==> src/design/ppecc_pkg.sv <==
// package: register map, field layout and constants of the parallel port code generator
package ppecc_pkg;
  // register offsets on the plain register port
  localparam logic [3:0] REG_CTRL    = 4'h0;  // code_block_size_select in bit 0
  localparam logic [3:0] REG_RESTART = 4'h1;  // code_restart_register, write-only
  localparam logic [3:0] REG_CODE1   = 4'h2;  // first_code_result
  localparam logic [3:0] REG_CODE2   = 4'h3;  // second_code_result
  localparam logic [3:0] REG_STATUS  = 4'h4;  // done flags and byte count
  localparam int         ADDR_W      = 4;
  // field positions
  localparam int         CTRL_MODE_BIT  = 0;
  localparam int         STAT_DONE1_BIT = 0;
  localparam int         STAT_DONE2_BIT = 1;
  localparam int         STAT_CNT_LSB   = 8;
  // block sizes and widths
  localparam int         SMALL_BLOCK  = 256;
  localparam int         LARGE_BLOCK  = 512;
  localparam int         CNT_W        = 10;
  localparam int         CODE_W       = 24;
  // reset values
  localparam logic [23:0] CODE_RESET  = 24'hff_ffff;
  localparam logic        MODE_RESET  = 1'b0;
  // layout select values
  localparam logic        MODE_TWO    = 1'b0;
  localparam logic        MODE_ONE    = 1'b1;
  // accumulation phase
  typedef enum logic [1:0] {
    PH_FIRST  = 2'b00,
    PH_SECOND = 2'b01,
    PH_HOLD   = 2'b10
  } ppecc_phase_t;
endpackage

==> src/design/ppecc_gen.sv <==
// parallel port code generator: byte tap, layout control, result registers
// How it works
// - one mode bit picks two codes over 256 bytes each or one code over 512 bytes.
// - each code holds row and column parities that correct one bit and detect two.
// - with the mode bit at 0 two 3-byte codes are built, each over its own 256 bytes.
// - any write to the restart register starts a new calculation on the next bytes.
// - the first 256 bytes go to the first result and the next 256 to the second.
// - after the second code both results hold until the next restart write.
// - with the mode bit at 1 one code over 512 bytes lands in the first result only.
// - after that code the first result holds until the next restart write.
// - bytes are taken from the waveform master or the strobed slave FIFO transfers.
//
// The register offsets and the strobed register port are this design's own decisions.
`timescale 1ns/1ps
module ppecc_gen
  import ppecc_pkg::*;
(
  // clock and reset
  input  wire logic              core_clk,
  input  wire logic              rst,
  // register port
  input  wire logic [ADDR_W-1:0] reg_addr,
  input  wire logic [31:0]       reg_wdata,
  input  wire logic              reg_wr,
  input  wire logic              reg_rd,
  output logic [31:0]            reg_rdata,
  // byte taps
  input  wire logic              wfm_byte_valid,
  input  wire logic [7:0]        wfm_byte_data,
  input  wire logic              fifo_byte_valid,
  input  wire logic [7:0]        fifo_byte_data,
  // status
  output logic                   code_done
);
  // ------------------------------------------------------------
  // state
  // ------------------------------------------------------------
  logic                  mode_q;
  logic                  mode_d;
  ppecc_phase_t          ph_q;
  ppecc_phase_t          ph_d;
  logic [CNT_W-1:0]      cnt_q;
  logic [CNT_W-1:0]      cnt_d;
  logic [CODE_W-1:0]     code1_q;
  logic [CODE_W-1:0]     code1_d;
  logic [CODE_W-1:0]     code2_q;
  logic [CODE_W-1:0]     code2_d;
  logic [31:0]           rdata_q;
  logic [31:0]           rdata_d;
  logic                  restart;
  logic                  byte_ok;
  logic [7:0]            byte_in;
  logic                  take;
  logic                  last;
  logic                  clr;
  logic [CODE_W-1:0]     acc_code;
  logic [CODE_W-1:0]     fin_code;
  logic [CNT_W-1:0]      blk_end;
  logic                  cap_q;
  ppecc_phase_t          cap_ph_q;

  localparam logic [CNT_W-1:0] SMALL_END = CNT_W'(SMALL_BLOCK - 1);
  localparam logic [CNT_W-1:0] LARGE_END = CNT_W'(LARGE_BLOCK - 1);
  localparam int               SPARE_LSB = 2 * $clog2(SMALL_BLOCK);  // pair above 256-byte lines

  // ------------------------------------------------------------
  // byte selection and block tracking
  // ------------------------------------------------------------
  // either interface feeds the accumulator, waveform master first;
  // a byte in the cycle of a restart write is dropped, as are bytes while holding
  always_comb begin
    byte_ok = wfm_byte_valid | fifo_byte_valid;
    byte_in = wfm_byte_valid ? wfm_byte_data : fifo_byte_data;
    restart = reg_wr && (reg_addr == REG_RESTART);
    take    = byte_ok && !restart && (ph_q != PH_HOLD);
    blk_end = (mode_q == MODE_ONE) ? LARGE_END : SMALL_END;
    last    = take && (cnt_q == blk_end);
    clr     = restart || cap_q;
  end

  // one accumulator, 9-bit index; the top bit is always 0 in two-code mode;
  // it clears in the capture cycle, one cycle after the last byte of a block
  ppecc_parity #(
    .AW (9)
  ) u_parity (
    .core_clk (core_clk),
    .rst      (rst),
    .clear    (clr),
    .take     (take),
    .idx      (cnt_q[8:0]),
    .data     (byte_in),
    .code     (acc_code)
  );

  // ------------------------------------------------------------
  // layout control and result registers
  // ------------------------------------------------------------
  always_comb begin
    mode_d  = mode_q;
    ph_d    = ph_q;
    cnt_d   = cnt_q;
    if (reg_wr && reg_addr == REG_CTRL) mode_d = reg_wdata[CTRL_MODE_BIT];
    if (restart) begin
      ph_d  = PH_FIRST;
      cnt_d = '0;
    end else if (take) begin
      cnt_d = last ? '0 : cnt_q + CNT_W'(1);
    end
    if (last) begin
      case (ph_q)
        PH_FIRST: begin
          if (mode_q == MODE_ONE) ph_d = PH_HOLD;
          else                    ph_d = PH_SECOND;
        end
        PH_SECOND: ph_d = PH_HOLD;
        default:   ph_d = ph_q;
      endcase
    end
  end

  // mode, phase and byte counter registers
  always_ff @(posedge core_clk) begin
    if (rst) begin
      mode_q  <= MODE_RESET;
      ph_q    <= PH_FIRST;
      cnt_q   <= '0;
    end else begin
      mode_q  <= mode_d;
      ph_q    <= ph_d;
      cnt_q   <= cnt_d;
    end
  end

  // ------------------------------------------------------------
  // code capture
  // ------------------------------------------------------------
  // capture one cycle after the last byte, when the accumulator has folded it in;
  // the accumulator clears in that cycle and may already take the next block's byte
  always_comb begin
    code1_d  = code1_q;
    code2_d  = code2_q;
    fin_code = acc_code;
    // a 256-byte block leaves the top line parity pair unused, reported as ones
    if (mode_q == MODE_TWO) fin_code[SPARE_LSB +: 2] = 2'b11;
    // a restart in the capture cycle wins and the finished code is dropped
    if (cap_q && !restart && cap_ph_q == PH_FIRST)  code1_d = fin_code;
    if (cap_q && !restart && cap_ph_q == PH_SECOND) code2_d = fin_code;
  end

  // capture strobe, phase of the finished block and the two results
  always_ff @(posedge core_clk) begin
    if (rst) begin
      cap_q    <= 1'b0;
      cap_ph_q <= PH_FIRST;
      code1_q  <= CODE_RESET;
      code2_q  <= CODE_RESET;
    end else begin
      cap_q    <= last;
      cap_ph_q <= ph_q;
      code1_q  <= code1_d;
      code2_q  <= code2_d;
    end
  end

  // ------------------------------------------------------------
  // register read
  // ------------------------------------------------------------
  always_comb begin
    rdata_d = 32'h0000_0000;
    if (reg_rd) begin
      if (reg_addr == REG_CTRL) begin
        rdata_d[CTRL_MODE_BIT] = mode_q;
      end else if (reg_addr == REG_CODE1) begin
        rdata_d[CODE_W-1:0] = code1_q;
      end else if (reg_addr == REG_CODE2) begin
        rdata_d[CODE_W-1:0] = code2_q;
      end else if (reg_addr == REG_STATUS) begin
        rdata_d[STAT_DONE1_BIT] = (ph_q != PH_FIRST);
        rdata_d[STAT_DONE2_BIT] = (ph_q == PH_HOLD);
        rdata_d[STAT_CNT_LSB +: CNT_W] = cnt_q;
      end
    end
  end

  always_ff @(posedge core_clk) begin
    if (rst) rdata_q <= 32'h0000_0000;
    else     rdata_q <= rdata_d;
  end

  assign reg_rdata = rdata_q;
  assign code_done = (ph_q == PH_HOLD) && !cap_q;

  // ------------------------------------------------------------
  // checks
  // ------------------------------------------------------------
  // results stand still once the codes are fixed
  a_hold_after_done: assert property (@(posedge core_clk) disable iff (rst)
    (ph_q == PH_HOLD && !cap_q && !restart) |=> $stable(code1_q) && $stable(code2_q))
    else $error("result changed while holding");
  // a restart write sends the counter and phase back to the start
  a_restart_clears: assert property (@(posedge core_clk) disable iff (rst)
    restart |=> (cnt_q == '0) && (ph_q == PH_FIRST))
    else $error("restart did not clear counter");
  // the single-code layout never touches the second result
  a_one_mode_code2: assert property (@(posedge core_clk) disable iff (rst)
    (mode_q == MODE_ONE && ph_q == PH_FIRST) |=> $stable(code2_q))
    else $error("second result written in one-code layout");
  // the 256th byte of the two-code layout ends a block
  a_small_wrap: assert property (@(posedge core_clk) disable iff (rst)
    (take && mode_q == MODE_TWO && cnt_q == SMALL_END) |=> cnt_q == '0)
    else $error("small block did not wrap at 256");
  // traffic in the hold phase moves neither the counter nor the phase
  a_hold_ignores: assert property (@(posedge core_clk) disable iff (rst)
    (ph_q == PH_HOLD && !restart) |=> $stable(cnt_q) && (ph_q == PH_HOLD))
    else $error("held block counted more bytes");
  // the 512th byte of the single-code layout ends accumulation
  a_large_wrap: assert property (@(posedge core_clk) disable iff (rst)
    (take && mode_q == MODE_ONE && cnt_q == LARGE_END) |=> (cnt_q == '0) && (ph_q == PH_HOLD))
    else $error("large block did not end at 512");
  // the first finished 256-byte code carries its spare pair as ones
  a_spare_ones: assert property (@(posedge core_clk) disable iff (rst)
    (cap_q && !restart && cap_ph_q == PH_FIRST && mode_q == MODE_TWO)
      |=> code1_q[SPARE_LSB +: 2] == 2'b11)
    else $error("spare code bits not set");
endmodule

==> src/design/ppecc_parity.sv <==
// parity accumulator: row and column parity over one block of bytes
`timescale 1ns/1ps
module ppecc_parity
  import ppecc_pkg::*;
#(
  parameter int AW = 9  // byte index width, 8 for 256 bytes, 9 for 512 bytes
) (
  // clock and reset
  input  wire logic          core_clk,
  input  wire logic          rst,
  // control
  input  wire logic          clear,
  input  wire logic          take,
  input  wire logic [AW-1:0] idx,
  input  wire logic [7:0]    data,
  // code
  output logic [CODE_W-1:0]  code
);
  logic [2*AW-1:0] row_q;
  logic [2*AW-1:0] row_d;
  logic [5:0]      col_q;
  logic [5:0]      col_d;
  logic            bp;

  // fold byte parity into the line parity pairs and bit parity into column pairs;
  // a clear together with a byte starts the new block with that byte, so none is lost
  always_comb begin
    bp    = ^data;
    row_d = row_q;
    col_d = col_q;
    if (clear) begin
      row_d = '0;
      col_d = '0;
    end
    if (take) begin
      for (int i = 0; i < AW; i++) begin
        if (idx[i]) row_d[2*i+1] = row_d[2*i+1] ^ bp;
        else        row_d[2*i]   = row_d[2*i]   ^ bp;
      end
      col_d[0] = col_d[0] ^ data[0] ^ data[2] ^ data[4] ^ data[6];
      col_d[1] = col_d[1] ^ data[1] ^ data[3] ^ data[5] ^ data[7];
      col_d[2] = col_d[2] ^ data[0] ^ data[1] ^ data[4] ^ data[5];
      col_d[3] = col_d[3] ^ data[2] ^ data[3] ^ data[6] ^ data[7];
      col_d[4] = col_d[4] ^ data[0] ^ data[1] ^ data[2] ^ data[3];
      col_d[5] = col_d[5] ^ data[4] ^ data[5] ^ data[6] ^ data[7];
    end
  end

  // parity registers
  always_ff @(posedge core_clk) begin
    if (rst) begin
      row_q <= '0;
      col_q <= '0;
    end else begin
      row_q <= row_d;
      col_q <= col_d;
    end
  end

  // inverted parities, column byte on top; with AW at 8 its two spare bits are set to one
  always_comb begin
    code = CODE_RESET;
    code[2*AW-1:0] = ~row_q;
    code[23:18]    = ~col_q;
  end
endmodule

==> config.mk <==
export PLATFORM = sky130hd
export DESIGN_NAME = ppecc_gen
export DESIGN_NICKNAME = d
export VERILOG_FILES = /design/src/design/ppecc_pkg.sv /design/src/design/ppecc_gen.sv /design/src/design/ppecc_parity.sv
export SDC_FILE = /design/constraint.sdc
export NUM_CORES = 1
export LEC_CHECK = 0
export ABC_AREA = 1
export BUFFER_PORTS_ARGS = -buffer_cell sky130_fd_sc_hd__buf_2
export CAP_MARGIN = 25
export CORE_MARGIN = 3
export CORE_UTILIZATION = 49
export CTS_CLUSTER_SIZE = 20
export DETAILED_ROUTE_END_ITERATION = 10
export GPL_TIMING_DRIVEN = 0
export PLACE_DENSITY = 0.74
export RECOVER_POWER = 50
export SLEW_MARGIN = 15
export SYNTH_ARGS = -nofsm -noshare
export SYNTH_HDL_FRONTEND = slang
export SYNTH_SLANG_ARGS = --single-unit
==> constraint.sdc <==
create_clock -name core_clk -period 2.9 [get_ports core_clk]
set_input_delay 0.435 -clock core_clk [delete_from_list [all_inputs] [get_ports core_clk]]
set_output_delay 0.435 -clock core_clk [all_outputs]
set_load 0.01 [all_outputs]
==> results.py <==
metrics = {
    "global_route": {
        "gr-usage-all-layers": 0.204,
        "grt_pass1_wl_um": 20900,
        "grt_max_degree": 22,
        "gr-total-overflow": 0,
        "antenna_found_initial": 0,
        "grt_pass1_vias": 4389,
    },
    "synthesis": {
        "synth_edf_count": 0,
        "ys_seq_area_frac": 0.414,
        "synth_cells": 780,
        "ys.flop_type": "dfxtp_1",
        "ys_seq_elements": 112,
        "synth.area.mux_share": 0,
        "yosysUniqueCellTypes": 34,
        "synth_async_sr_flop_share": 0,
        "synth_top_family_by_area": "simple AND/OR/NAND/NOR gates",
        "synth-simple-area-share": 0.288,
        "yosys_warnings": 0,
        "mappedNetlistArea_um2": 5420,
        "synth-compound-area-share": 0.139,
        "synth_fa_ha_area_frac": 0.00231,
        "avgSynthCellArea_um2": 6.95,
        "synth_xor_area_frac": 0.0226,
    },
    "floorplan": {
        "ioPinCount": 91,
        "initial_core_util": 0.513,
        "coreArea_um2": 10600,
        "die_area_um2": 12400,
        "die_y_um": 111,
        "rows": 37,
        "die_w_um": 111,
    },
    "pwr": {
        "clockPowerShare": 0.322,
        "p_int_mw": 2.08,
        "netSwitchingFraction": 0.296,
        "p_switching_uw": 874,
        "total_power_mw": 2.95,
        "seqPwrFrac": 0.544,
        "p_leak_nw": 2.63,
        "power_frac_comb": 0.134,
        "power_density_nw_per_um2": 491,
        "vdd_ir_drop_max_mv": 0.291,
    },
    "clock_network": {
        "hold_buffers": 0,
        "cts_tree": "built",
        "post_cts_resized": 0,
        "clkSlewWorstSetupHoldPaths_ns": 0.11,
        "worstSkewPairLatency_ns": 0.38,
        "cts_num_sinks": 112,
        "htree_num_levels": 3,
        "post_cts_buffers": 0,
        "clockBufferDepth": 2,
        "cts_buffers": 9,
        "root_buffer": "clkbuf_8",
    },
    "route": {
        "drt_iter0_markers": 419,
        "vias": 4947,
        "via_per_inst": 5.01,
        "drt_wl_total_um": 12700,
        "drc": 0,
        "avgRoutedWirePerCell_um": 12.9,
        "firstDrtPassIters": 5,
        "postRouteAntennaNets": 0,
    },
    "timing": {
        "setup-violations-final": 0,
        "fin_crit_sh": 0.739,
        "drv_slew": 0,
        "hold_viol_final": 0,
        "fmax_ghz": 0.467,
        "worst_pin_slew_ns": 0.801,
        "max-slew-margin-rel": 0.464,
        "finalClockSkew_ns": 0.0146,
        "rsz0062_at_grt": "no",
        "fin_crit_ns": 2.14,
        "setup_tns_ns": 0,
    },
    "place": {
        "placed_area_um2": 5860,
        "hpwl_um": 9550,
        "portBuffers": 49,
        "globalplace.congestion": 0.853,
        "placed_cells_incl_taps": 972,
    },
    "cells_and_area": {
        "drive_gt1_frac": 0.121,
        "nets": 906,
        "final_area_um2": 6020,
        "layout_commonest_cell": "nand2_1",
        "fill_cells": 1069,
        "area_delta_synth_final_pct": 11.1,
        "mostFrequentLayoutCells": "nand2_1 (191), inv_1 (115), dfxtp_1 (112)",
        "stdcell_count": 988,
        "n_antenna_cell": 0,
    },
    "critical_path": {
        "critPathKind": "flip-flop to flip-flop",
        "rrSetupSlack_ns": 0.76,
        "worstPathRequired_ns": 3.19,
        "startpoint_type": "flip-flop",
        "cp.arrival_ns": 2.43,
        "critical_path.endpoint_type": "flip-flop",
        "crit_fanout": 10,
    },
    "worst_hold_path": {
        "hold_class": "input port to flip-flop",
    },
    "status": {
        "status": "completed",
    },
    "job": {
        "max_cap_viol_count": 0,
    },
}
==> through the flow <==
| stage | utilization | setup slack (ns) | hold WS (ns) |
|---|---|---|---|
| after global placement | 0.555 | 0.448 | 0.450 |
| after CTS | 0.575 | 0.817 | 0.329 |
| after global routing | 0.570 | 0.587 | 0.322 |
| after detailed placement | 0.555 | 0.409 | 0.455 |
| final | 0.570 | 0.758 | 0.331 |
| after floorplan | - | 1.21 | 0.433 |
==> flip-flops by register name, indices dropped and copies added, names as in the netlist <==
name	cells
reg_rdata	24
cap_q	1
code1_q	24
cnt_q	10
mode_q	1
u_parity.row_q	18
u_parity.col_q	6
cap_ph_q	2
ph_q	2
code2_q	24
==> cell usage after synthesis, types with 3 or more instances <==
cell | n | share of area
o21ai_0 | 54 | 0.050
nand3_2 | 12 | 0.022
nand3_1 | 25 | 0.023
xnor2_1 | 5 | 0.0081
dfxtp_1 | 112 | 0.41
a31oi_1 | 5 | 0.0058
nor3_1 | 8 | 0.0074
xor2_1 | 9 | 0.015
nand2_2 | 26 | 0.030
nor2_1 | 62 | 0.043
a211oi_1 | 3 | 0.0042
inv_2 | 4 | 0.0028
clkbuf_1 | 17 | 0.012
buf_4 | 10 | 0.014
o211ai_1 | 5 | 0.0069
nand2_1 | 190 | 0.13
nand4_1 | 18 | 0.021
o21ai_1 | 5 | 0.0046
buf_6 | 4 | 0.0083
inv_1 | 113 | 0.078
buf_2 | 8 | 0.0074
a21oi_1 | 69 | 0.064
==> area by class of cell <==
cell class / count / area (um^2) / area share
Inverter: 120 / 458 / 0.0761
Buffer: 42 / 262 / 0.0434
Tap cell: 136 / 170 / 0.0283
Sequential cell: 112 / 2240 / 0.372
Timing Repair Buffer: 49 / 213 / 0.0353
Clock inverter: 6 / 70.1 / 0.0116
Clock buffer: 10 / 138 / 0.0229
Multi-Input combinational cell: 513 / 2470 / 0.410
==> worst max-delay path, cell delays in order (launching register included) <==
cell and delay (ns):
dfxtp_1 0.34, inv_1 0.14, nor2_1 0.08, nor2_1 0.09, nand2_1 0.23, inv_1 0.20
clkbuf_1 0.41, buf_2 0.32, nand4_1 0.12, nand2_1 0.08, nor2_1 0.04
==> cells by family after synthesis <==
group / count (synthesis)
simple gates: 346
buf+inv: 162
compound gates: 144
flops: 112
xor+xnor: 14
fa+ha+maj: 1
other cells: 1
==> metal layers <==
metal,part of all wire,GRT usage,vias to the layer above
met2,0.45,0.341,127
met4,0.0083,0.0479,0
met3,0.057,0.0344,11
li1,-,-,2587
met1,0.48,0.277,2222
met5,0,0,-
==> power by group through the flow <==
stage | clock [mW] | sequential, mW | combinational, mW
2_1_floorplan | 0 | 1.63 | 0.296
3_3_place_gp | 0 | 1.64 | 0.391
3_5_place_dp | 0 | 1.64 | 0.396
4_1_cts | 0.964 | 1.61 | 0.398
5_1_grt | 1.02 | 1.61 | 0.447
6_report | 0.951 | 1.61 | 0.397
==> path summary, 6_finish.rpt <==
check,startpoint,endpoint,depth (start not counted)
max,ph_q[1],u_parity.row_q[14],10
min,reg_wr,mode_q,3
max reg2reg,ph_q[1],u_parity.row_q[14],10
min reg2reg,code2_q[5],reg_rdata[5],2
Note: power is estimated with default switching activity, not from simulation.
